<file path="config.mk">
export PLATFORM = sky130hd
export DESIGN_NAME = kpi_top
export DESIGN_NICKNAME = d
export VERILOG_FILES = /design/src/kpi_pkg.sv /design/src/kpi_top.sv
export SDC_FILE = /design/constraint.sdc
export NUM_CORES = 1
export LEC_CHECK = 0
export ABC_AREA = 1
export BUFFER_PORTS_ARGS = -buffer_cell sky130_fd_sc_hd__buf_2
export CAP_MARGIN = 20
export CELL_PAD_IN_SITES_DETAIL_PLACEMENT = 1
export CELL_PAD_IN_SITES_GLOBAL_PLACEMENT = 1
export CORE_MARGIN = 2
export CORE_UTILIZATION = 40
export DETAILED_ROUTE_END_ITERATION = 10
export GPL_TIMING_DRIVEN = 1
export PLACE_DENSITY = 0.92
export SLEW_MARGIN = 20
export SYNTH_ARGS = -nofsm -noshare
export SYNTH_HDL_FRONTEND = slang
export SYNTH_SLANG_ARGS = --single-unit
export TNS_END_PERCENT = 100
</file>
<file path="constraint.sdc">
create_clock -name I_MCLK -period 7.1 [get_ports I_MCLK]
set_clock_uncertainty 0.05 [all_clocks]
set_input_delay 1.42 -clock I_MCLK [delete_from_list [all_inputs] [get_ports I_MCLK]]
set_output_delay 1.42 -clock I_MCLK [all_outputs]
set_load 0.005 [all_outputs]
</file>
<file path="src/kpi_pkg.sv">
/*
  package for the keypad pin interrupt unit: register offsets, field positions,
  reset values and the carrier structs.
  assumes a 32-bit apb bus with word-aligned registers.
*/
package kpi_pkg;

  // register byte offsets
  localparam logic [7:0] KPI_OFS_STATUS_CTRL = 8'h00;
  localparam logic [7:0] KPI_OFS_PIN_ENABLE  = 8'h04;
  localparam logic [7:0] KPI_OFS_POLARITY    = 8'h08;
  localparam logic [7:0] KPI_OFS_IRQ_STATUS  = 8'h0c;
  localparam logic [7:0] KPI_OFS_IRQ_ENABLE  = 8'h10;
  localparam logic [7:0] KPI_OFS_IRQ_CLEAR   = 8'h14;

  // status/control field positions
  localparam int KPI_BIT_FLAG = 3;
  localparam int KPI_BIT_ACK  = 2;
  localparam int KPI_BIT_IE   = 1;
  localparam int KPI_BIT_MODE = 0;

  // event status bit positions
  localparam int KPI_EV_EDGE  = 0;
  localparam int KPI_EV_LEVEL = 1;
  localparam int KPI_EV_NUM   = 2;

  // reset values
  localparam logic [7:0] KPI_RST_PIN_ENABLE = 8'h00;
  localparam logic [7:0] KPI_RST_POLARITY   = 8'h00;
  localparam logic [1:0] KPI_RST_EVENT      = 2'h0;

  // apb request
  typedef struct packed {
    logic        sel;
    logic        enable;
    logic        write;
    logic [7:0]  addr;
    logic [31:0] wdata;
  } kpi_apb_req_s;

  // apb answer
  typedef struct packed {
    logic        ready;
    logic        slverr;
    logic [31:0] rdata;
  } kpi_apb_rsp_s;

endpackage

</file>
<file path="src/kpi_top.sv">
/*
  keypad pin interrupt unit: eight pin inputs, per-pin enable and polarity,
  edge-only or edge-and-level detection, one sticky flag and one key request, plus two sticky event status bits with their own request,
  with an apb slave for software access.
  assumes pins are asynchronous to I_MCLK; wake from the deep stop modes
  is signalled by asserting I_RESETN low.
*/
`timescale 1ns/1ps
`default_nettype none

// Notes on behaviour
// RULE1 - status/control bits 7 to 4 always read zero
// RULE2 - flag bit 3 shows a detected event; writes leave it alone
// RULE3 - writing 1 to ack bit 2 clears the flag; ack reads 0
// RULE4 - request presented only while interrupt enable and flag both set
// RULE5 - mode bit 0: edges only when 0, edges and levels when 1
// RULE6 - pin enable bit 1 makes that pin a source; 0 ignores it
// RULE7 - polarity bit 0 falling/low, 1 rising/high per pin
// RULE8 - falling edge: sampled 1 then 0 on consecutive cycles
// RULE9 - rising edge: sampled 0 then 1 on consecutive cycles
// RULE10 - after an edge, no new edge until all enabled inputs deasserted
// RULE11 - edge-only mode: valid edge on enabled pin sets the flag
// RULE12 - edge-and-level mode: edge or asserted level sets the flag
// RULE13 - level mode: ack clears only if all enabled inputs deasserted
// RULE14 - polarity chooses pullup when 0, pulldown when 1 if pull enabled
// RULE15 - software masks, sets polarity, pulls, enables, acks, then unmasks
// RULE16 - eight independent inputs merged into one flag and one request
// RULE17 - wake from deepest stop modes returns whole unit to reset state
// RULE18 - reset clears all registers: pins off, masked, falling edge, flag clear
module kpi_top #(
  parameter int NPINS = 8
) (
  // clock and reset
  input  wire logic              I_MCLK,
  input  wire logic              I_RESETN,
  // apb slave
  input  wire logic              I_PSEL,
  input  wire logic              I_PENABLE,
  input  wire logic              I_PWRITE,
  input  wire logic [7:0]        I_PADDR,
  input  wire logic [31:0]       I_PWDATA,
  output logic                   O_PREADY,
  output logic                   O_PSLVERR,
  output logic [31:0]            O_PRDATA,
  // pins
  input  wire logic [NPINS-1:0]  I_KEY_PIN,
  input  wire logic [NPINS-1:0]  I_PORT_PULL_ENABLE,
  // pull control and interrupts
  output logic [NPINS-1:0]       O_PULLUP_EN,
  output logic [NPINS-1:0]       O_PULLDOWN_EN,
  output logic                   O_KEY_IRQ,
  output logic                   O_EVENT_IRQ
);

  logic                  rst_meta_r;
  logic                  rst_sync_r;
  logic                  rst_n;

  logic [NPINS-1:0]      pin_meta_r;
  logic [NPINS-1:0]      pin_sync_r;
  logic [NPINS-1:0]      pin_prev_r;
  logic [NPINS-1:0]      pull_meta_r;
  logic [NPINS-1:0]      pull_sync_r;

  logic [NPINS-1:0]      pin_enable_bits_r;
  logic [NPINS-1:0]      polarity_select_bits_r;
  logic                  key_irq_enable_r;
  logic                  detect_level_mode_r;
  logic                  key_event_flag_r;
  logic                  edge_armed_r;
  logic [kpi_pkg::KPI_EV_NUM-1:0] ev_status_r;
  logic [kpi_pkg::KPI_EV_NUM-1:0] ev_enable_r;

  logic [NPINS-1:0]      asserted_now;
  logic [NPINS-1:0]      asserted_prev;
  logic [NPINS-1:0]      edge_hit;
  logic                  any_edge;
  logic                  any_level;
  logic                  set_flag;
  logic                  all_idle;
  logic                  key_flag_ack;
  logic                  ack_clears;
  logic [kpi_pkg::KPI_EV_NUM-1:0] ev_set;

  kpi_pkg::kpi_apb_req_s req;
  logic                  wr_en;
  logic                  rd_en;
  logic                  addr_ok;
  logic [31:0]           rdata_nxt;

  assign req = '{sel: I_PSEL, enable: I_PENABLE, write: I_PWRITE,
                 addr: I_PADDR, wdata: I_PWDATA};

  // reset release; also the path used on wake from deep stop [RULE17]
  always_ff @(posedge I_MCLK or negedge I_RESETN) begin
    if (!I_RESETN) begin
      rst_meta_r <= 1'b0;
      rst_sync_r <= 1'b0;
    end else begin
      rst_meta_r <= 1'b1;
      rst_sync_r <= rst_meta_r;
    end
  end
  assign rst_n = rst_sync_r;

  // pins are asynchronous: two-stage sampling before detection
  always_ff @(posedge I_MCLK or negedge rst_n) begin
    if (!rst_n) begin
      pin_meta_r  <= '0;
      pin_sync_r  <= '0;
      pin_prev_r  <= '0;
      pull_meta_r <= '0;
      pull_sync_r <= '0;
    end else begin
      pin_meta_r  <= I_KEY_PIN;
      pin_sync_r  <= pin_meta_r;
      pin_prev_r  <= pin_sync_r;
      pull_meta_r <= I_PORT_PULL_ENABLE;
      pull_sync_r <= pull_meta_r;
    end
  end

  // per-pin polarity and enable; eight independent sources [RULE16]
  for (genvar g = 0; g < NPINS; g++) begin : g_pin
    // polarity 0 means active low, 1 active high [RULE7]
    assign asserted_now[g]  = pin_enable_bits_r[g] &
                              (pin_sync_r[g] ~^ polarity_select_bits_r[g]); // [RULE6]
    assign asserted_prev[g] = pin_prev_r[g] ~^ polarity_select_bits_r[g];
    // deasserted one cycle, asserted the next [RULE8] [RULE9]
    assign edge_hit[g]      = asserted_now[g] & ~asserted_prev[g];
  end

  assign all_idle  = ~|asserted_now;
  // edges are blocked until every enabled input has gone idle [RULE10]
  assign any_edge  = edge_armed_r & |edge_hit;
  assign any_level = detect_level_mode_r & ~all_idle;
  // edge always sets; level only in edge-and-level mode [RULE5] [RULE11] [RULE12]
  assign set_flag  = any_edge | any_level;

  // apb decode; zero wait states
  assign wr_en   = req.sel & req.enable & req.write;
  assign rd_en   = req.sel & ~req.enable & ~req.write;
  assign addr_ok = (req.addr == kpi_pkg::KPI_OFS_STATUS_CTRL) ||
                   (req.addr == kpi_pkg::KPI_OFS_PIN_ENABLE)  ||
                   (req.addr == kpi_pkg::KPI_OFS_POLARITY)    ||
                   (req.addr == kpi_pkg::KPI_OFS_IRQ_STATUS)  ||
                   (req.addr == kpi_pkg::KPI_OFS_IRQ_ENABLE)  ||
                   (req.addr == kpi_pkg::KPI_OFS_IRQ_CLEAR);

  assign key_flag_ack = wr_en & (req.addr == kpi_pkg::KPI_OFS_STATUS_CTRL) &
                        req.wdata[kpi_pkg::KPI_BIT_ACK]; // [RULE3]
  // in level mode a still-asserted pin keeps the flag [RULE13]
  assign ack_clears   = key_flag_ack & (~detect_level_mode_r | all_idle);

  // control registers [RULE18]
  always_ff @(posedge I_MCLK or negedge rst_n) begin
    if (!rst_n) begin
      pin_enable_bits_r      <= '0;
      polarity_select_bits_r <= '0;
      key_irq_enable_r       <= 1'b0;
      detect_level_mode_r    <= 1'b0;
      ev_enable_r            <= kpi_pkg::KPI_RST_EVENT;
    end else if (wr_en) begin
      case (req.addr)
        kpi_pkg::KPI_OFS_STATUS_CTRL: begin
          key_irq_enable_r    <= req.wdata[kpi_pkg::KPI_BIT_IE];
          detect_level_mode_r <= req.wdata[kpi_pkg::KPI_BIT_MODE];
        end
        kpi_pkg::KPI_OFS_PIN_ENABLE: pin_enable_bits_r      <= req.wdata[NPINS-1:0];
        kpi_pkg::KPI_OFS_POLARITY:   polarity_select_bits_r <= req.wdata[NPINS-1:0];
        kpi_pkg::KPI_OFS_IRQ_ENABLE: ev_enable_r <= req.wdata[kpi_pkg::KPI_EV_NUM-1:0];
        default: begin
        end
      endcase
    end
  end

  // shared flag; a set in the ack cycle wins over the clear [RULE2]
  always_ff @(posedge I_MCLK or negedge rst_n) begin
    if (!rst_n) begin
      key_event_flag_r <= 1'b0;
    end else if (set_flag) begin
      key_event_flag_r <= 1'b1;
    end else if (ack_clears) begin
      key_event_flag_r <= 1'b0;
    end
  end

  // edge detector rearms only once every enabled pin is idle [RULE10]
  always_ff @(posedge I_MCLK or negedge rst_n) begin
    if (!rst_n) begin
      edge_armed_r <= 1'b0;
    end else if (all_idle) begin
      edge_armed_r <= 1'b1;
    end else if (|edge_hit) begin
      edge_armed_r <= 1'b0;
    end
  end

  // sticky event status; set wins over the write-one clear
  assign ev_set = {any_level, any_edge};
  always_ff @(posedge I_MCLK or negedge rst_n) begin
    if (!rst_n) begin
      ev_status_r <= kpi_pkg::KPI_RST_EVENT;
    end else if (wr_en && req.addr == kpi_pkg::KPI_OFS_IRQ_CLEAR) begin
      ev_status_r <= ev_set | (ev_status_r & ~req.wdata[kpi_pkg::KPI_EV_NUM-1:0]);
    end else begin
      ev_status_r <= ev_status_r | ev_set;
    end
  end

  // read mux; unused bits and ack read zero [RULE1] [RULE3]
  always_comb begin
    rdata_nxt = 32'h0000_0000;
    case (req.addr)
      kpi_pkg::KPI_OFS_STATUS_CTRL: begin
        rdata_nxt[kpi_pkg::KPI_BIT_FLAG] = key_event_flag_r;
        rdata_nxt[kpi_pkg::KPI_BIT_IE]   = key_irq_enable_r;
        rdata_nxt[kpi_pkg::KPI_BIT_MODE] = detect_level_mode_r;
      end
      kpi_pkg::KPI_OFS_PIN_ENABLE: rdata_nxt[NPINS-1:0] = pin_enable_bits_r;
      kpi_pkg::KPI_OFS_POLARITY:   rdata_nxt[NPINS-1:0] = polarity_select_bits_r;
      kpi_pkg::KPI_OFS_IRQ_STATUS: rdata_nxt[kpi_pkg::KPI_EV_NUM-1:0] = ev_status_r;
      kpi_pkg::KPI_OFS_IRQ_ENABLE: rdata_nxt[kpi_pkg::KPI_EV_NUM-1:0] = ev_enable_r;
      default: rdata_nxt = 32'h0000_0000;
    endcase
  end

  // read data registered in setup so access phase needs no wait
  always_ff @(posedge I_MCLK or negedge rst_n) begin
    if (!rst_n) begin
      O_PRDATA  <= 32'h0000_0000;
      O_PREADY  <= 1'b0;
      O_PSLVERR <= 1'b0;
    end else begin
      if (rd_en) begin
        O_PRDATA <= rdata_nxt;
      end
      // ready during access phase, one cycle after setup
      O_PREADY  <= req.sel & ~req.enable;
      O_PSLVERR <= req.sel & ~req.enable & ~addr_ok;
    end
  end

  // outputs straight from flops
  always_ff @(posedge I_MCLK or negedge rst_n) begin
    if (!rst_n) begin
      O_KEY_IRQ     <= 1'b0;
      O_EVENT_IRQ   <= 1'b0;
      O_PULLUP_EN   <= '0;
      O_PULLDOWN_EN <= '0;
    end else begin
      // request gated by enable [RULE4]
      O_KEY_IRQ     <= key_irq_enable_r & key_event_flag_r;
      O_EVENT_IRQ   <= |(ev_status_r & ev_enable_r);
      // pull direction follows polarity [RULE14]
      O_PULLUP_EN   <= pull_sync_r & pin_enable_bits_r & ~polarity_select_bits_r;
      O_PULLDOWN_EN <= pull_sync_r & pin_enable_bits_r & polarity_select_bits_r;
    end
  end

endmodule

`default_nettype wire

</file>
=== After elaboration in Yosys (flattened, before gate mapping) ===
Index checks and enable logic that the tools add are counted.

* Bitwise gates (word level): 66
* Muxes and demuxes: 9
* Reductions and logical operators: 16
* Equality and inequality tests: 6

{| class="wikitable"
|+ Operator list
! kind !! count
|-
| 1-bit bitwise AND || 27
|-
| 8-bit bitwise AND || 3
|-
| 8-bit by 4-bit equality test with 1-bit output (second input constant) || 2
|-
| 8-bit by 5-bit equality test with 1-bit output (second input constant) || 2
|-
| 8-bit OR reduction || 2
|-
| 1-bit bitwise XNOR || 16
|-
| 1-bit inverter || 12
|-
| 2-bit one-hot mux with 5 select lines || 1
|-
| 8-bit by 3-bit equality test with 1-bit output (second input constant) || 1
|-
| 8-bit zero test || 1
|-
| 8-bit inverter || 1
|-
| 4-bit one-hot mux with 2 select lines || 1
|-
| 2-bit AND reduction || 4
|-
| 1-bit logical OR || 5
|-
| 2-bit bitwise AND || 2
|-
| 1-bit two-way mux || 4
|-
| 2-bit OR || 2
|-
| 1-bit one-hot mux with 3 select lines || 1
|-
| 2-bit two-way mux || 1
|-
| 2-bit by 1-bit inequality test with 1-bit output (second input constant) || 1
|-
| 2-bit inverter || 1
|-
| 1-bit OR || 2
|-
| 1-bit one-hot mux with 2 select lines || 1
|-
| 2-bit nonzero test || 1
|-
| other kinds (3) || 3
|}

* Bits of input ports: 61
* Word-level logic and storage cells: 119
* Flip-flop bits (word level): 94
* Output and inout bits: 52

=== Longest topological paths before layout ===
* Depth in word-level cells: 8
* Mapped depth: 9
* Depth with buffers taken out: 9

=== Worst setup path after synthesis ===
Ideal clock, no wire load.

* Path type: input to register
* Start point: input port I_PADDR[4]
* End point: register pin_enable_bits_r[6]
* Arrival time: 2,147 ps
* Required time: 6,932 ps
* Setup time: 118 ps
* Path buffers: 1
* Stages: 7
* Setup slack: 4,785 ps
* Cells stage by stage: nor2_1 -> nand2_2 -> nor2_4 -> nand2_4 -> buf_6 -> nand2_1 -> o21ai_2

* Longest elaborated chain between the ends: 2

{| class="wikitable"
|+ RTL lines
! what !! RTL line !! source
|-
| start, declared || kpi_top.sv:40 || <nowiki>input wire logic [7:0] I_PADDR,</nowiki>
|-
| 8-bit by 3-bit equality test with 1-bit output || kpi_top.sv:164 || <nowiki>case (req.addr)</nowiki>
|-
| 2-bit AND reduction (no source line) || -- ||
|-
| end signal, assigned || kpi_top.sv:169 || <nowiki>kpi_pkg::KPI_OFS_PIN_ENABLE: pin_enable_bits_r <= req.wdata[NPINS-1:0];</nowiki>
|-
| end, declared || kpi_top.sv:65 || <nowiki>logic [NPINS-1:0] pin_enable_bits_r;</nowiki>
|}

Every way passes these cells.
A chain may end at the register's enable or synchronous reset.

=== Worst setup path in the final report ===
* Start point: register O_PRDATA[0]
* End point: output port O_PRDATA[0]

{| class="wikitable"
|+ RTL lines
! what !! RTL line !! source
|-
| start, declared || kpi_top.sv:44 || <nowiki>output logic [31:0] O_PRDATA,</nowiki>
|-
| start signal, assigned || kpi_top.sv:237 || <nowiki>O_PRDATA <= rdata_nxt;</nowiki>
|}

No word-level cell between the ends.

==> key figures <==
Status
  – Outcome: finished clean

Route
  – Count of antenna-violating nets left after detailed routing: 0
  – Drt wl/cell: 13.66 µm
  – Initial DRT Pass Iterations: 4
  – Final WL: approximately 8400 µm
  – Iteration-0 DRC Markers: 96
  – Vias per std cell: 4.561
  – Vias after detailed routing: 2819
  – Remaining DRCs: 0

Worst setup path
  – Crit. End Element: output port
  – Critical Path RT: 5.63 ns
  – Max FO, Critical Path: 2
  – Worst Path Arrival: 0.91 ns
  – Max incr delay on CP: 0.41 ns
  – Top delay family on crit path: flip-flops
  – Worst path bufs/invs: 1
  – Crit-path cells: buf_2
  – Startpoint types: flip-flop
  – Crit path kind: flip-flop to output port
  – Worst path slowest cell: dfrtp_1

Logic synthesis
  – Post-synth EDFFs: 0
  – Simple-gate portion of the synthesized area: 0.2180
  – Most common flop cell mapped by yosys: dfrtp_1
  – Synth Area in XOR/XNOR: 0
  – Mux contribution to synthesized area: 0
  – Share of flip-flops with an asynchronous set or reset: 1.000
  – Synth area leaders: dfrtp_1 60%, nand2_1 11%, inv_1 5.8%
  – Synth area leader: dfrtp_1
  – Cell with the most instances after synthesis: nand2_1
  – Share of the synthesized area in the top cell type: 0.5993
  – Post-synthesis register bit count: 94
  – Yosys cell types: 27
  – Mapped Area: between 3000 and 4000 µm²
  – Syn_area_per_cell: about 9.6 µm²
  – Compound-Gate Fraction of Synth Area: 0.06886
  – Post-Synth Adder-Cell Area: 0
  – Post-synth top cells: 114 x nand2_1, 94 x dfrtp_1, 61 x inv_1, 24 x buf_4
  – Register area share after synthesis: 0.5993
  – Largest family of logic cells by synthesized area: simple AND/OR/NAND/NOR gates
  – Synth Instances: 407
  – Synth Warn #: 0

STA
  – FMAX: 420.2 MHz
  – Final Hold Viols: 0
  – Worst slew pin tran: 0.6589 ns
  – Setup tns final: 0 ns
  – Relative slew slack: 0.5607
  – Period utilization: 0.3352
  – Endpoints failing setup: 0
  – Final slew viol count: 0
  – RSZ-0062 raised after global routing: false
  – Min cycle time layout: ~2.4 ns

Floorplanning
  – Full die area: 10620 µm²
  – IO Count: 113
  – Core outline area: just under 10000 µm²
  – Die width: roughly 100 µm
  – Starting Density: 0.4072
  – Die height: 103.1 µm
  – Row count: 36

Placement
  – IO Port Bufs: 64
  – Post-DP HPWL: 6174 µm
  – GPL Wtd Cong: 0.8054

Pwr
  – Power share of the sequential group: 0.584
  – Combinational power share: 0.059
  – Net Sw Frac: 0.2438
  – VDD IR max: between 0.0001 and 0.00015 V
  – P per Cell Area: 215.3 nW/µm²
  – Total power: 0.0009677 W
  – Leakage: 2.404 nW
  – P_int: 0.0007318 W
  – NetSw: 0.0002359 W
  – Clk pwr share: 0.357

Clock tree
  – # clock sinks: 94
  – Root buf cell: clkbuf_8
  – Hold_buf cts: 0
  – Post-CTS Setup Inserts: 0
  – CTS tree: yes
  – # resized after CTS: 0
  – Reg clk slew, reported paths: 0.09 ns
  – Htree depth: 3
  – Worst skew pair latency: about 0.37 ns
  – Clock buffer depth: 2
  – Num CTS Buffers: 9

Finish
  – Area Overhead vs Synth: 14.54%
  – Sequential Area: 2356 µm²
  – Antenna Diode Count: 0
  – Share of cells above drive strength 1: 0.2474
  – Filler cell count: 1167
  – Final nets: 541
  – Multi-input gate area: 1220 µm²
  – Core Util, Final: 0.4664

Run
  – Max cap viols: 0

GRT
  – Largest net degree at the start of global routing: 54
  – Vias in the first global route: slightly below 3000
  – Initial antenna violation count: 0
  – Grt ovf: 0
  – First-pass GRT wire length: 13790 µm
  – Gr usage total: 0.1747

Min path
  – Hold WC Path Type: flip-flop to async pin
[layout make-up]
cell class | count | share of cell area
well taps | 133 | 0.03702
clock inverters | 7 | 0.01447
clock buffers | 9 | 0.02755
inverters | 63 | 0.05260
multi-input cells | 247 | 0.2714
flip-flops and latches | 94 | 0.5241
repair buffers | 65 | 0.07292
[power groups by stage]
| stage | Sequential, W | Combinational, W | Clock [W] |
|---|---|---|---|
| 2_1_floorplan | 0.000577 | 0.0000386 | 0 |
| 5_1_grt | 0.000568 | 0.0000657 | 0.000383 |
| 3_3_place_gp | 0.000574 | 0.0000542 | 0 |
| 4_1_cts | 0.000565 | 0.0000581 | 0.000358 |
| 6_report | 0.000565 | 0.0000569 | 0.000346 |
| 3_5_place_dp | 0.000576 | 0.0000573 | 0 |
[routing by layer]
metal	GRT usage	share of wire	vias to the layer above
li1	-	-	1361
met3	0.04881	0.047	13
met1	0.2065	0.42	1373
met5	0	0	-
met2	0.3012	0.51	72
met4	0.06984	0.019	0
[final timing paths]
kind,startpoint,to,slack [ns],depth (start not counted)
min reg2reg,rst_n,pull_meta_r[6],0.25,0
min,rst_n,pull_meta_r[6],0.25,0
max,O_PRDATA[0],O_PRDATA[0],4.72,1
max in group asynchronous,rst_n,O_PULLUP_EN[7],5.70,1
max reg2reg,polarity_select_bits_r[5],key_event_flag_r,5.63,8
min in group I_MCLK,pin_meta_r[3],pin_sync_r[3],0.30,0
[through the flow]
stage	hold WS (ns)	area, µm²	setup WS (ns)	cells
after global placement	0.2621	4307	4.529	602
after global routing	0.3033	4496	4.665	618
after detailed placement	0.2731	4307	4.456	602
final	0.2491	4496	4.720	618
after CTS	0.2761	4496	4.698	618
after floorplan	0.2812	4011	4.238	430
[cell usage in the layout, fill, tap and decap left out, types with 2 or more instances in the layout]
master      synthesis  final
nand2_1           114    114
nand3_1            17     17
nor2_2              2      2
o21ai_2            16     16
dfrtp_1            94     93
or2_2               2      2
clkinvlp_4          0      2
nand2_2             5      5
clkbuf_8            0      9
conb_1              2     25
nand4_1             5      5
nor3_1             17     17
a21boi_1            2      2
o22ai_1             5      5
o21ai_0             6      6
inv_1              61     61
buf_2               0     64
clkinv_2            0      4
inv_2               2      2
nor2_4              6      6
a21oi_1             8      8
nor2_1             10     10
[flip-flops by register name (all words and copies together), names as in the netlist, 2 cells and up]
name                    flops
O_PRDATA                    8
O_PULLDOWN_EN               8
O_PULLUP_EN                 8
pin_enable_bits_r           8
pin_meta_r                  8
pin_prev_r                  8
pin_sync_r                  8
polarity_select_bits_r      8
pull_meta_r                 8
pull_sync_r                 8
ev_enable_r                 2
ev_status_r                 2
[cells by family (layout without fill, tap and decap cells)]
kind of cell	after synthesis	in the layout
flip-flops	94	94
AND/OR/NAND/NOR	183	183
other	2	25
buffers and inverters	89	144
AO/OA/AOI/OAI	39	39
Power figures use the tool's default switching activity.
